$ cat config.mk
export PLATFORM = sky130hd
export DESIGN_NAME = dmsc_core
export DESIGN_NICKNAME = d
export VERILOG_FILES = /design/src/shared/dmsc_pkg.sv /design/src/logic/dmsc_core.sv
export SDC_FILE = /design/constraint.sdc
export NUM_CORES = 1
export LEC_CHECK = 0
export CORE_ASPECT_RATIO = 0.9
export CORE_MARGIN = 1.5
export CORE_UTILIZATION = 62
export DETAILED_ROUTE_END_ITERATION = 16
export DONT_BUFFER_PORTS = 1
export PLACE_DENSITY = 0.84
export SLEW_MARGIN = 10
export SYNTH_ARGS = -nofsm -noshare
export SYNTH_HDL_FRONTEND = slang
export SYNTH_SLANG_ARGS = --single-unit
$ cat constraint.sdc
create_clock -name ref_clk -period 7.5 [get_ports ref_clk]
set_input_delay 1.875 -clock ref_clk [delete_from_list [all_inputs] [get_ports ref_clk]]
set_output_delay 1.875 -clock ref_clk [all_outputs]
set_load 0.02 [all_outputs]
$ cat src/shared/dmsc_pkg.sv
// shared constants and types for the dpll mode state control block
package dmsc_pkg;

	// ===========================================================
	// operating mode select codes
	localparam logic [1:0] MODE_NORMAL = 2'h0;
	localparam logic [1:0] MODE_HOLDOVER = 2'h1;
	localparam logic [1:0] MODE_FREERUN = 2'h2;
	localparam logic [1:0] MODE_RESERVED = 2'h3;

	// ===========================================================
	// reference frequency select codes
	localparam logic [1:0] FREQ_RESERVED = 2'h0;
	localparam logic [1:0] FREQ_8K = 2'h1;
	localparam logic [1:0] FREQ_1544K = 2'h2;
	localparam logic [1:0] FREQ_2048K = 2'h3;

	// ===========================================================
	// timing
	localparam longint CLK_HZ = 250000000;
	localparam longint CLK_PERIOD_PS = 4000;
	localparam longint FRAME_HZ = 8000;
	localparam longint FRAME_CYCLES = CLK_HZ / FRAME_HZ;
	localparam longint FRAME_PULSE_NS = 122;
	localparam longint FRAME_PULSE_CYCLES = (FRAME_PULSE_NS * 1000) / CLK_PERIOD_PS;
	localparam longint STORE_MS = 30;
	localparam longint STORE_FRAMES = (STORE_MS * FRAME_HZ) / 1000;
	localparam longint LOCK_S = 30;
	localparam longint LOCK_FRAMES = LOCK_S * FRAME_HZ;
	localparam longint FAST_LOCK_MS = 500;
	localparam longint FAST_LOCK_FRAMES = (FAST_LOCK_MS * FRAME_HZ) / 1000;

	// ===========================================================
	// widths and reset values
	localparam int FREQ_W = 32;
	localparam logic [31:0] FREQ_WORD_RESET = 32'h0;
	localparam int FCNT_W = 16;
	localparam int LCNT_W = 20;

	// ===========================================================
	// mode states, one-hot
	typedef enum logic [4:0] {
		ST_FREERUN = 5'h01,
		ST_NORMAL = 5'h02,
		ST_AUTO_HOLD = 5'h04,
		ST_HOLDOVER = 5'h08,
		ST_SHORT_HOLD = 5'h10
	} dmsc_state_t;

endpackage : dmsc_pkg

$ cat src/logic/dmsc_core.sv
// mode state machine, frame timing and holdover storage of the dpll
// Function
// - decode mode pins: 00 normal, 01 holdover, 10 freerun, 11 reserved
// - every state change happens on the rising edge of the frame pulse
// - normal tracking enters automatic holdover on an invalid reference
// - auto holdover: select transient goes short holdover, else back on valid
// - select transient in normal tracking moves to short holdover, or to auto holdover if the reference is also invalid
// - mode change disables step compensation except entries into normal from states other than freerun
// - lock to reference within 30 seconds from reset in normal
// - normal status high whenever in normal tracking
// - rapid acquire in normal locks typically within 500 ms
// - locked normal stores frequency word every 30 ms, alternating slots
// - holdover uses the stored word 30 to 60 ms old
// - holdover status high whenever in holdover
// - freerun runs from the master oscillator only, ignoring references
// - freerun status high whenever in freerun
// - frequency pins: 00 reserved, 01 8 kHz, 10 1.544 MHz, 11 2.048 MHz
// - frequency choice takes effect only at reset
// - frame pulse 8 kHz, active high, 120 ns (30 cycles) at frame start
// - short holdover without further transient swaps reference, returns normal
`timescale 1ns/10ps
`default_nettype none

module dmsc_core (
	// clock, reset, enable
	input wire logic ref_clk,
	input wire logic reset,
	input wire logic clk_en,
	// mode and select pins
	input wire logic op_mode_select_lo,
	input wire logic op_mode_select_hi,
	input wire logic ref_select,
	input wire logic ref_freq_choice_lo,
	input wire logic ref_freq_choice_hi,
	input wire logic rapid_acquire_enable,
	input wire logic phase_step_comp_request,
	// datapath status and frequency word
	input wire logic reference_invalid,
	input wire logic loop_locked,
	input wire logic [dmsc_pkg::FREQ_W-1:0] loop_freq_word,
	// frame timing
	output logic frame_pulse_active_high,
	// status and control outputs
	output logic normal_status,
	output logic holdover_status,
	output logic freerun_status,
	output logic phase_step_comp_enable,
	output logic active_reference_b,
	output logic use_master_oscillator,
	output logic limiter_bypass,
	output logic lock_timeout,
	output logic [1:0] ref_freq_active,
	output logic ref_freq_reserved,
	output logic [dmsc_pkg::FREQ_W-1:0] holdover_freq_word
);
	import dmsc_pkg::*;

	// ===========================================================
	// pin synchronisers
	logic [5:0] pin_meta;
	logic [5:0] pin_sync;
	always_ff @(posedge ref_clk) begin
		if (reset) begin
			pin_meta <= 6'h00;
			pin_sync <= 6'h00;
		end else if (clk_en) begin
			pin_meta <= {ref_freq_choice_hi, ref_freq_choice_lo, ref_select,
				op_mode_select_hi, op_mode_select_lo, rapid_acquire_enable};
			pin_sync <= pin_meta;
		end
	end
	logic [1:0] mode_pins;
	logic sel_sync;
	logic fast_sync;
	assign mode_pins = pin_sync[2:1];
	assign sel_sync = pin_sync[3];
	assign fast_sync = pin_sync[0];

	// ===========================================================
	// sync depth tracker; bit 1 marks pin_sync holding real pin levels
	logic [2:0] sync_ready;
	always_ff @(posedge ref_clk) begin
		if (reset)
			sync_ready <= 3'h0;
		else if (clk_en)
			sync_ready <= {sync_ready[1:0], 1'b1};
	end

	// ===========================================================
	// frequency choice captured on reset release only
	logic freq_loaded;
	always_ff @(posedge ref_clk) begin
		if (reset) begin
			freq_loaded <= 1'b0;
			ref_freq_active <= FREQ_RESERVED;
		end else if (clk_en && !freq_loaded) begin
			// waits for synchronised pins; later changes need another reset
			if (sync_ready[1]) begin
				freq_loaded <= 1'b1;
				ref_freq_active <= pin_sync[5:4];
			end
		end
	end
	assign ref_freq_reserved = (ref_freq_active == FREQ_RESERVED);

	// ===========================================================
	// frame pulse generator
	logic [FCNT_W-1:0] frame_cnt;
	logic frame_edge;
	assign frame_edge = clk_en && (frame_cnt == FCNT_W'(0));
	always_ff @(posedge ref_clk) begin
		if (reset) begin
			frame_cnt <= FCNT_W'(0);
			frame_pulse_active_high <= 1'b0;
		end else if (clk_en) begin
			if (frame_cnt == FCNT_W'(FRAME_CYCLES - 1))
				frame_cnt <= FCNT_W'(0);
			else
				frame_cnt <= frame_cnt + FCNT_W'(1);
			frame_pulse_active_high <= (frame_cnt < FCNT_W'(FRAME_PULSE_CYCLES));
		end
	end

	// ===========================================================
	// select transient detection between frame edges
	logic sel_at_edge;
	logic sel_moved;
	always_ff @(posedge ref_clk) begin
		if (reset) begin
			sel_at_edge <= 1'b0;
			sel_moved <= 1'b0;
		end else if (clk_en) begin
			if (!sync_ready[2]) begin
				// follow the pin until synced so reset fakes no swap
				sel_at_edge <= sel_sync;
				sel_moved <= 1'b0;
			end else if (frame_edge) begin
				sel_at_edge <= sel_sync;
				sel_moved <= 1'b0;
			end else if (sel_sync != sel_at_edge) begin
				sel_moved <= 1'b1;
			end
		end
	end
	logic transient;
	assign transient = sel_moved || (sel_sync != sel_at_edge);

	// ===========================================================
	// mode state machine
	dmsc_state_t state;
	dmsc_state_t next_state;
	always_comb begin
		next_state = state;
		case (state)
			ST_NORMAL: begin
				if (reference_invalid)
					next_state = ST_AUTO_HOLD;
				else if (transient)
					next_state = ST_SHORT_HOLD;
				else if (mode_pins == MODE_HOLDOVER)
					next_state = ST_HOLDOVER;
				else if (mode_pins == MODE_FREERUN)
					next_state = ST_FREERUN;
			end
			ST_AUTO_HOLD: begin
				if (transient)
					next_state = ST_SHORT_HOLD;
				else if (!reference_invalid)
					next_state = ST_NORMAL;
			end
			ST_SHORT_HOLD: begin
				if (!transient)
					next_state = ST_NORMAL;
			end
			ST_HOLDOVER: begin
				if (mode_pins == MODE_NORMAL)
					next_state = ST_NORMAL;
				else if (mode_pins == MODE_FREERUN)
					next_state = ST_FREERUN;
			end
			ST_FREERUN: begin
				if (mode_pins == MODE_NORMAL)
					next_state = ST_NORMAL;
				else if (mode_pins == MODE_HOLDOVER)
					next_state = ST_HOLDOVER;
			end
			default: next_state = ST_FREERUN;
		endcase
		// reserved code freezes the pin-driven modes
		if (mode_pins == MODE_RESERVED && (state == ST_HOLDOVER || state == ST_FREERUN))
			next_state = state;
	end

	logic comp_auto_off;
	always_ff @(posedge ref_clk) begin
		if (reset) begin
			state <= ST_NORMAL;
			comp_auto_off <= 1'b1;
		end else if (frame_edge) begin
			state <= next_state;
			if (next_state != state)
				// freerun into normal is not one of the exempt changes
				comp_auto_off <= (next_state != ST_NORMAL) || (state == ST_FREERUN);
		end
	end
	assign phase_step_comp_enable = phase_step_comp_request && !comp_auto_off;

	// ===========================================================
	// reference swap on short holdover exit
	always_ff @(posedge ref_clk) begin
		if (reset)
			active_reference_b <= 1'b0;
		else if (frame_edge && state == ST_SHORT_HOLD && next_state == ST_NORMAL)
			active_reference_b <= !active_reference_b;
	end

	// ===========================================================
	// status outputs, from the state being entered so they turn with the pulse
	dmsc_state_t shown;
	assign shown = frame_edge ? next_state : state;
	always_ff @(posedge ref_clk) begin
		if (reset)
			normal_status <= 1'b0;
		else if (clk_en)
			normal_status <= (shown == ST_NORMAL);
	end

	always_ff @(posedge ref_clk) begin
		if (reset)
			holdover_status <= 1'b0;
		else if (clk_en)
			holdover_status <= (shown != ST_NORMAL) && (shown != ST_FREERUN);
	end

	always_ff @(posedge ref_clk) begin
		if (reset)
			freerun_status <= 1'b0;
		else if (clk_en)
			freerun_status <= (shown == ST_FREERUN);
	end

	always_ff @(posedge ref_clk) begin
		if (reset)
			use_master_oscillator <= 1'b0;
		else if (clk_en)
			use_master_oscillator <= (shown == ST_FREERUN);
	end

	// bypass only in normal tracking; other modes keep the limiter path
	always_ff @(posedge ref_clk) begin
		if (reset)
			limiter_bypass <= 1'b0;
		else if (clk_en)
			limiter_bypass <= (shown == ST_NORMAL) && fast_sync;
	end

	// ===========================================================
	// lock supervision in frames
	logic [LCNT_W-1:0] lock_cnt;
	logic [LCNT_W-1:0] lock_limit;
	assign lock_limit = fast_sync ? LCNT_W'(FAST_LOCK_FRAMES) : LCNT_W'(LOCK_FRAMES);
	always_ff @(posedge ref_clk) begin
		if (reset) begin
			lock_cnt <= LCNT_W'(0);
			lock_timeout <= 1'b0;
		end else if (frame_edge) begin
			if (state != ST_NORMAL || loop_locked) begin
				lock_cnt <= LCNT_W'(0);
				lock_timeout <= 1'b0;
			end else if (lock_cnt >= lock_limit) begin
				lock_timeout <= 1'b1;
			end else begin
				lock_cnt <= lock_cnt + LCNT_W'(1);
			end
		end
	end

	// ===========================================================
	// alternating frequency word storage
	logic [FREQ_W-1:0] store_slot [2];
	logic store_ptr;
	logic [FCNT_W-1:0] store_cnt;
	always_ff @(posedge ref_clk) begin
		if (reset) begin
			store_slot[0] <= FREQ_WORD_RESET;
			store_slot[1] <= FREQ_WORD_RESET;
			store_ptr <= 1'b0;
			store_cnt <= FCNT_W'(0);
		end else if (frame_edge && state == ST_NORMAL && loop_locked) begin
			if (store_cnt == FCNT_W'(STORE_FRAMES - 1)) begin
				store_cnt <= FCNT_W'(0);
				store_slot[store_ptr] <= loop_freq_word;
				store_ptr <= !store_ptr;
			end else begin
				store_cnt <= store_cnt + FCNT_W'(1);
			end
		end
	end

	// ===========================================================
	// holdover word capture
	// older slot is the one the pointer will overwrite next
	always_ff @(posedge ref_clk) begin
		if (reset)
			holdover_freq_word <= FREQ_WORD_RESET;
		else if (frame_edge && state == ST_NORMAL && next_state != ST_NORMAL)
			holdover_freq_word <= store_slot[store_ptr];
	end

endmodule : dmsc_core
`default_nettype wire

# ---- Yosys cells after proc, flatten, opt, wreduce, memory -nomap -nowiden
# Memories as Yosys holds them, arrays and structs flattened. A register that Yosys moved wholly into a read port is not among the register bits.
# Index checks and enable logic that the tools add are counted.
dict set report totals {
  input_bits 44
  ram_bits 64
  n_memories 1
  mem_bits_ro 0
  register_bits 86
  latch_bits 0
  elab_cells 113
  out_inout_bits 44
}
# name words word_bits read_ports rd_ports_with_merged_regs wr line
set mem_list {}
lappend mem_list {store_slot 2 32 1 1 2 dmsc_core.sv:280} ;# logic [FREQ_W-1:0] store_slot [2];
dict set report op_classes {
  n_div 0
  n_addsub 3
  shift 0
  multipliers 0
  n_eq_ne 22
  muxes 34
  n_reduce_logical 31
  bitwise 0
  n_lt_le_gt_ge 2
}
# operator count
set ops {}
lappend ops {{two-way mux 5 bit} 12}
lappend ops {{two-way mux 20 bit} 2}
lappend ops {{adder 16 x 1 -> 16 bit, second input constant} 2}
lappend ops {{two-way mux 16 bit} 2}
lappend ops {{two-way mux 32 bit} 1}
lappend ops {{OR reduction 32 bit} 1}
lappend ops {{one-hot mux 5 bit (5 select lines)} 1}
lappend ops {{adder 20 x 1 -> 20 bit, second input constant} 1}
lappend ops {{>= comparator 20 x 18 -> 1 bit} 1}
lappend ops {{two-way mux 18 bit} 1}
lappend ops {{== test 16 x 15 -> 1 bit, second input constant} 1}
lappend ops {{== test 16 x 8 -> 1 bit, second input constant} 1}
lappend ops {{logical NOT 16 bit} 1}
lappend ops {{less-than comparator 16 x 5 -> 1 bit, second input constant} 1}
lappend ops {{== test 5 x 2 -> 1 bit, second input constant} 3}
lappend ops {{two-way mux 1 bit} 15}
lappend ops {{inequality test 5 x 2 -> 1 bit, second input constant} 3}
lappend ops {{AND reduction 2 bit} 7}
lappend ops {{logical AND 1 bit} 11}
lappend ops {{== test 5 x 1 -> 1 bit, second input constant} 2}
lappend ops {{== test 5 x 3 -> 1 bit, second input constant} 1}
lappend ops {{== test 5 x 4 -> 1 bit, second input constant} 1}
lappend ops {{== test 5 bit, second input constant} 1}
lappend ops {{inequality test 5 x 1 -> 1 bit, second input constant} 1}
lappend ops {{other kinds (11)} 19}

# ---- Logic depth before layout (Yosys ltp)
# Gate-level depths: netlist (run 1).
dict set report logic_depth {
  word_depth 10
  depth_mapped 10
  depth_no_buf 9
}

# ---- Least setup slack after synthesis (run 1)
# No wires, ideal clock.
dict set report synth_timing {
  path_kind {in2reg}
  from {input port clk_en}
  to {memory store_slot[0][0], enable pin}
  arrival_ns 5.730
  t_required_ns 7.030
  setup_ns 0.470
  setup_slack_ns 1.300
  n_path_buf 3
  stages 8
  cell_sequence {clkbuf_1 > nor3b_1 > and4b_1 > clkbuf_1 > nand4_1 > or2_1 > buf_2 > o31ai_1}
}
# item line
set synth_lines {}
lappend synth_lines {{start, declared} dmsc_core.sv:28} ;# input wire logic clk_en,
lappend synth_lines {{end, declared} dmsc_core.sv:280}

# ---- Worst setup path in the final report (run 1)
dict set report layout_timing {
  from {input port clk_en}
  to {register holdover_freq_word[24] (netlist name), read port of store_slot}
}
dict set report layout_via {
  elab_chain_cells 3
}
# item line
set layout_lines {}
lappend layout_lines {{logical AND 1 bit} dmsc_core.sv:110} ;# assign frame_edge = clk_en && (frame_cnt == FCNT_W'(0));
lappend layout_lines {{logical AND 1 bit (2 in series)} dmsc_core.sv:306} ;# else if (frame_edge && state == ST_NORMAL && next_state != ST_NORMAL)
lappend layout_lines {{end, declared} dmsc_core.sv:54} ;# output logic [dmsc_pkg::FREQ_W-1:0] holdover_freq_word
# No other way between the ends.
# A chain may end at the register's enable or synchronous reset.

==> results of run 1 <==
## logic make-up (layout without fill, tap and decap cells)
kind of cell    after synthesis  count (layout)  synth area share
simple gates                333             333            0.2073
flops                       182             182            0.5269
compound gates              137             137            0.1119
buf+inv                      69              59           0.03277
mux                          52              52           0.06447
xor+xnor                     33              33           0.03554
fa+ha+maj                    14              14           0.02123
## worst max-delay path, delay by kind of cell
kind	cells	cell delay, ps
AO/OA/AOI/OAI	1	330
AND/OR/NAND/NOR	5	2190
## cells in the final DEF, fill, tap and decap left out, types with 16 or more instances in the layout
master	count
a211oi_1	35
a21oi_1	32
and2_1	68
clkbuf_16	18
dfxtp_1	117
edfxtp_1	64
inv_1	22
mux2i_1	49
nand2_1	44
nand3_1	28
nor2_1	111
nor3_1	16
o21ai_0	24
xor2_1	23
## path summary, 6_finish.rpt
path	from	to	slack, ps	cells after the start
worst max-delay path	clk_en	holdover_freq_word[24]	3390	6
worst min-delay path	pin_sync[5]	ref_freq_active[1]	460	2
worst max register to register	state[1]	store_slot[1][1]	4130	8
worst min register to register	pin_sync[5]	ref_freq_active[1]	460	2
## power by group
part           internal [uW]  switching, uW  leakage, uW
registers               1080           80.1      0.00157
clock network            458            407     0.000291
logic                   65.0            109      0.00126
## stage by stage
stage	worst slack (ps)	hold slack [ps]	area (um2)
final	3391	463.3	8808
after global routing	3201	494.1	8808
after CTS	3355	467.1	8808
after detailed placement	3056	459.5	8232
after global placement	3221	437.5	8232
after floorplan	1300	430.2	8132
## per-layer routing
metal	vias to the layer above	GRT usage
li1	2873	-
met5	-	0
met1	2882	0.3074
met3	36	0.09887
met4	0	0.09349
met2	216	0.4317
## registers in the layout (all words and copies together) (netlist names), 2 cells and up
| name | flops |
|---|---|
| frame_cnt | 16 |
| holdover_freq_word | 32 |
| lock_cnt | 20 |
| pin_meta | 6 |
| pin_sync | 6 |
| ref_freq_active | 2 |
| state | 5 |
| store_cnt | 16 |
| store_slot | 64 |
| sync_ready | 3 |
## final cells by class
class | count | area [um2]
tap | 164 | 205.2
sequential | 182 | 4285
clock buffer | 18 | 450.4
clock inverter | 14 | 126.4
multi-input combinational | 569 | 3621
fill | 906 | 3928
inverter | 22 | 82.58
timing repair buffer | 5 | 37.54
==> metrics.md, run 1 <==
| Metric | Value |
|---|---|
| Metal3 WL | `1387 um` |
| Nets | `854` |
| Ant diodes | `0` |
| Max Buffers Root-to-Sink | `2` |
| IO buf count | `0` |
| Power per cell area | `249.2 nW/um2` |
| Final setup fails | `0` |
| CP required | `7830 ps` |
| Syn nets | `877` |
| TritonCTS clock tree | `built` |
| Post-CTS sizing | `0` |
| Final period util | `0.5478` |
| Worst slew margin | `0.2087` |
| Gr usage total | `0.2605` |
| Top sig layer | `met4` |
| Row count | `39` |
| Detailed-route via count | `6007` |
| Final WL | `17160 um` |
| Synth warn | `0` |
| Critical Path Start Type | `input pin` |
| Worst EP arrival | `4440 ps` |
| Share of cells above drive strength 1 | `0.06296` |
| Setup_tns | `0 ps` |
| Asr flop ratio synth | `0` |
| Worst VDD drop | `0.1753 mV` |
| Clock latency on the worst-skew pair | `440 ps` |
| Placed cell count | `942` |
| CTS H-tree lvls | `4` |
| GRT overflow | `0` |
| Crit path largest cell delay | `1010 ps` |
| Worst-Margin Slew | `1187 ps` |
| Max Fclk | `0.2434 GHz` |
| Most numerous cell in the Yosys netlist | `dfxtp_1` |
| Post-Syn Area per Cell | `9.917 um2` |
| GPL Wtd Cong | `0.8391` |
| Non-filler cells in the finished layout | `974` |
| Die Span Y | `111.6 um` |
| Setup crit end kind | `register` |
| Minimum clock period | `4109 ps` |
| Clk_skew | `8.761 ps` |
| Post-DRT Antenna Nets | `0` |
| Number of remaining DRC errors | `0` |
| Met2 routed WL | `8408 um` |
| Largest net degree at the start of global routing | `71` |
| First-pass GRT wire length | `28070 um` |
| # IOs | `88` |
| Area Overhead vs Synth | `8.324%` |
| Most instantiated cells after synthesis | `dfxtp_1 (118), nor2_1 (111), and2_1 (68)` |
| Synth Register Bits | `182` |
| DR pass1 iterations | `7` |
| Hold buffers post-CTS | `0` |
| Met1 WL | `6986 um` |
| Synth Cell Area | `8132 um2` |
| Synth area leaders | `dfxtp_1 (29%), edfxtp_1 (24%), mux2i_1 (6.0%), and2_1 (5.2%), nor2_1 (5.1%)` |
| Main flop type after synthesis | `dfxtp_1` |
| Total Power | `2195 uW` |
| Setup Crit Path Kind | `input pin to register` |
| CP Max Fanout | `64` |
| Final hold violations | `0` |
| Vias per Instance | `6.167` |
| Sinks on Clock Net | `182` |
| Vias in the first global route | `5925` |
| Max Cap Viol | `0` |
| Clock transition at the registers of the reported paths | `70 ps` |
| Cts bufs inserted | `17` |
| CP Cell Sequence | `nor3b_1, and4b_1, and2_1, and3_2, nor2_1, a211oi_1` |
| CTS root buf | `clkbuf_16` |
| DRT iter0 DRCs | `471` |
| Antenna violations before repair | `0` |
| Outcome | `finished, final reports clean` |
| Fin. max-slew vios | `0` |
| RSZ-0062 raised after global routing | `false` |
| Share of the synthesized area in the top cell type | `0.2905` |
| Initial core utilization | `0.6385` |
| Post-synth EDFFs | `64` |
| Routed length per placed instance | `17.62 um` |
| LEAKAGE | `0.003114 uW` |
| Core area | `12740 um2` |
| Total die area | `13810 um2` |
| Setup Buffers After CTS | `0` |
| Die Span X | `123.7 um` |
| Unique masters post-synth | `60` |
| Finished Core Util | `0.6916` |
| Area leader, netlist | `dfxtp_1` |
| CP max stage cell | `and3_2` |
| Hold crit path type | `register to register` |
| Sequential area share after synthesis | `0.5269` |
| Post-DP HPWL | `11190 um` |
| Synth Instances | `820` |
Power figures use the tool's default switching activity.
==> run 2, diff against run 1 <==
Clock period 7.5 ns to 4.2 ns, I/O delays scaled along.
==> metrics.md, run 2 (synthesis results as in run 1) <==
| Metric | Value |
|---|---|
| Nets | `859` |
| Most frequent cells in the layout | `dfxtp_1 (117), nor2_1 (111), and2_1 (68)` |
| GRT overflow | `0` |
| Cts bufs inserted | `17` |
| Gr usage total | `0.2700` |
| Max Cap Viol | `0` |
| Die Span Y | `111.6 um` |
| Clk_skew | `12.31 ps` |
| Ant diodes | `0` |
| Fin. max-slew vios | `0` |
| Clk pwr share | `0.403` |
| Largest register FFs | `64` |
| Vias per Instance | `6.187` |
| Multi-input logic area | `3621 um2` |
| DR pass1 iterations | `5` |
| CP startpoint | `state[1]` |
| Setup_tns | `0 ps` |
| Top sig layer | `met4` |
| Comb power frac | `0.080` |
| CP Cell Sequence | `or3b_1, nor3_1, buf_4, nand4_1, or2_1, nor2_1, nand2_1, nand2_1, buf_4` |
| CP required | `4300 ps` |
| Worst-Margin Slew | `904.5 ps` |
| Pre-CTS WS | `707.1 ps` |
| Setup crit end kind | `register` |
| First-pass GRT wire length | `28880 um` |
| Final WL | `17490 um` |
| Crit path largest cell delay | `570 ps` |
| Clock transition at the registers of the reported paths | `60 ps` |
| Met1 WL | `6869 um` |
| Setup Crit Path Kind | `register to register` |
| CTS root buf | `clkbuf_16` |
| Setup Buffers After CTS | `0` |
| RSZ-0062 raised after global routing | `false` |
| Area Overhead vs Synth | `9.171%` |
| Reg2reg setup slack | `1010 ps` |
| Share of cells above drive strength 1 | `0.06626` |
| Final setup fails | `0` |
| Hold path startpoint | `sync_ready[0]` |
| Hold buffers post-CTS | `0` |
| Met2 routed WL | `8688 um` |
| Worst setup margin | `1010 ps` |
| Most flops, register | `store_slot` |
| Number of remaining DRC errors | `0` |
| Final period util | `0.7596` |
| # IOs | `88` |
| Vias in the first global route | `6085` |
| Total die area | `13810 um2` |
| Largest regs | `store_slot: 64 flops, holdover_freq_word: 32 flops, lock_cnt: 20 flops` |
| Metal3 WL | `1452 um` |
| LEAKAGE | `0.003142 uW` |
| Commonest non-fill, non-tap cell in the layout | `dfxtp_1` |
| Post-CTS sizing | `0` |
| Outcome | `finished, final reports clean` |
| Sinks on Clock Net | `182` |
| Antenna violations before repair | `0` |
| Int Pwr | `2940 uW` |
| CTS H-tree lvls | `4` |
| Detailed-route via count | `6057` |
| Routed length per placed instance | `17.87 um` |
| TritonCTS clock tree | `built` |
| Clock latency on the worst-skew pair | `450 ps` |
| Power per cell area | `449.8 nW/um2` |
| Max Buffers Root-to-Sink | `2` |
| Initial core utilization | `0.6385` |
| IO buf count | `0` |
| NetSw | `1053 uW` |
| GPL Wtd Cong | `0.8932` |
| CP max stage cell | `dfxtp_1` |
| Die Span X | `123.7 um` |
| Max Fclk | `0.3134 GHz` |
| Worst VDD drop | `0.4023 mV` |
| Power share of the sequential group | `0.517` |
| FF/Latch Area | `4285 um2` |
| Post-DRT Antenna Nets | `0` |
| Fraction of power spent switching nets | `0.2637` |
| Critical Path Start Type | `register` |
| Final hold violations | `0` |
| Worst slew margin | `0.3918` |
| Largest net degree at the start of global routing | `71` |
| Core area | `12740 um2` |
| Hold crit path type | `register to register` |
| DRT iter0 DRCs | `496` |
| Row count | `39` |
| CP Max Fanout | `32` |
| Minimum clock period | `3190 ps` |
| FILL cells | `891` |
| R2R Path Start | `state[1]` |
| Post-DP HPWL | `11400 um` |
| Worst EP arrival | `3290 ps` |
## run 2: metal layers
metal | global-route usage | up-vias
met5 | 0 | -
li1 | - | 2885
met1 | 0.3190 | 2880
met2 | 0.4413 | 243
met4 | 0.1226 | 0
met3 | 0.09375 | 49
## run 2: path summary, 6_finish.rpt
path / to / cells past startpoint
setup / recovery: store_slot[1][31] / 9
hold reg to reg: sync_ready[0] / 2
setup reg to reg: store_slot[1][31] / 9
hold / removal: sync_ready[0] / 2
## run 2: cell type report
class | count | share of cell area
clock inverter | 14 | 0.01875
multi-input combinational | 569 | 0.4079
clock buffer | 18 | 0.04834
sequential | 182 | 0.4827
inverter | 22 | 0.009302
tap | 164 | 0.02311
timing repair buffer | 10 | 0.009866
## run 2: critical path: cells and delay by family, from the launching register on
family        cells  cell delay (ps)
buf+inv           2              560
flops             1              570
simple gates      7             1700
## run 2: power groups by stage
stage / clock, uW / combinational (uW) / sequential (uW)
after global routing: 1710 / 360 / 2070
after CTS: 1630 / 319 / 2060
after detailed placement: 0 / 317 / 2100
after floorplan: 0 / 269 / 2070
final: 1610 / 321 / 2060
after global placement: 0 / 301 / 2100
## run 2: stage by stage
| step | hold WS, ps | cells | util | power [uW] | area (um2) |
|---|---|---|---|---|---|
| global route | 491.8 | 979 | 0.6970 | 4142 | 8877 |
| floorplan | 430.2 | 820 | - | 2335 | 8145 |
| finish | 466.2 | 979 | 0.6970 | 3993 | 8877 |
| detailed placement | 455.2 | 947 | 0.6503 | 2418 | 8282 |
| global placement | 431.6 | 947 | 0.6503 | 2397 | 8282 |
| CTS | 467.9 | 979 | 0.6970 | 4014 | 8877 |
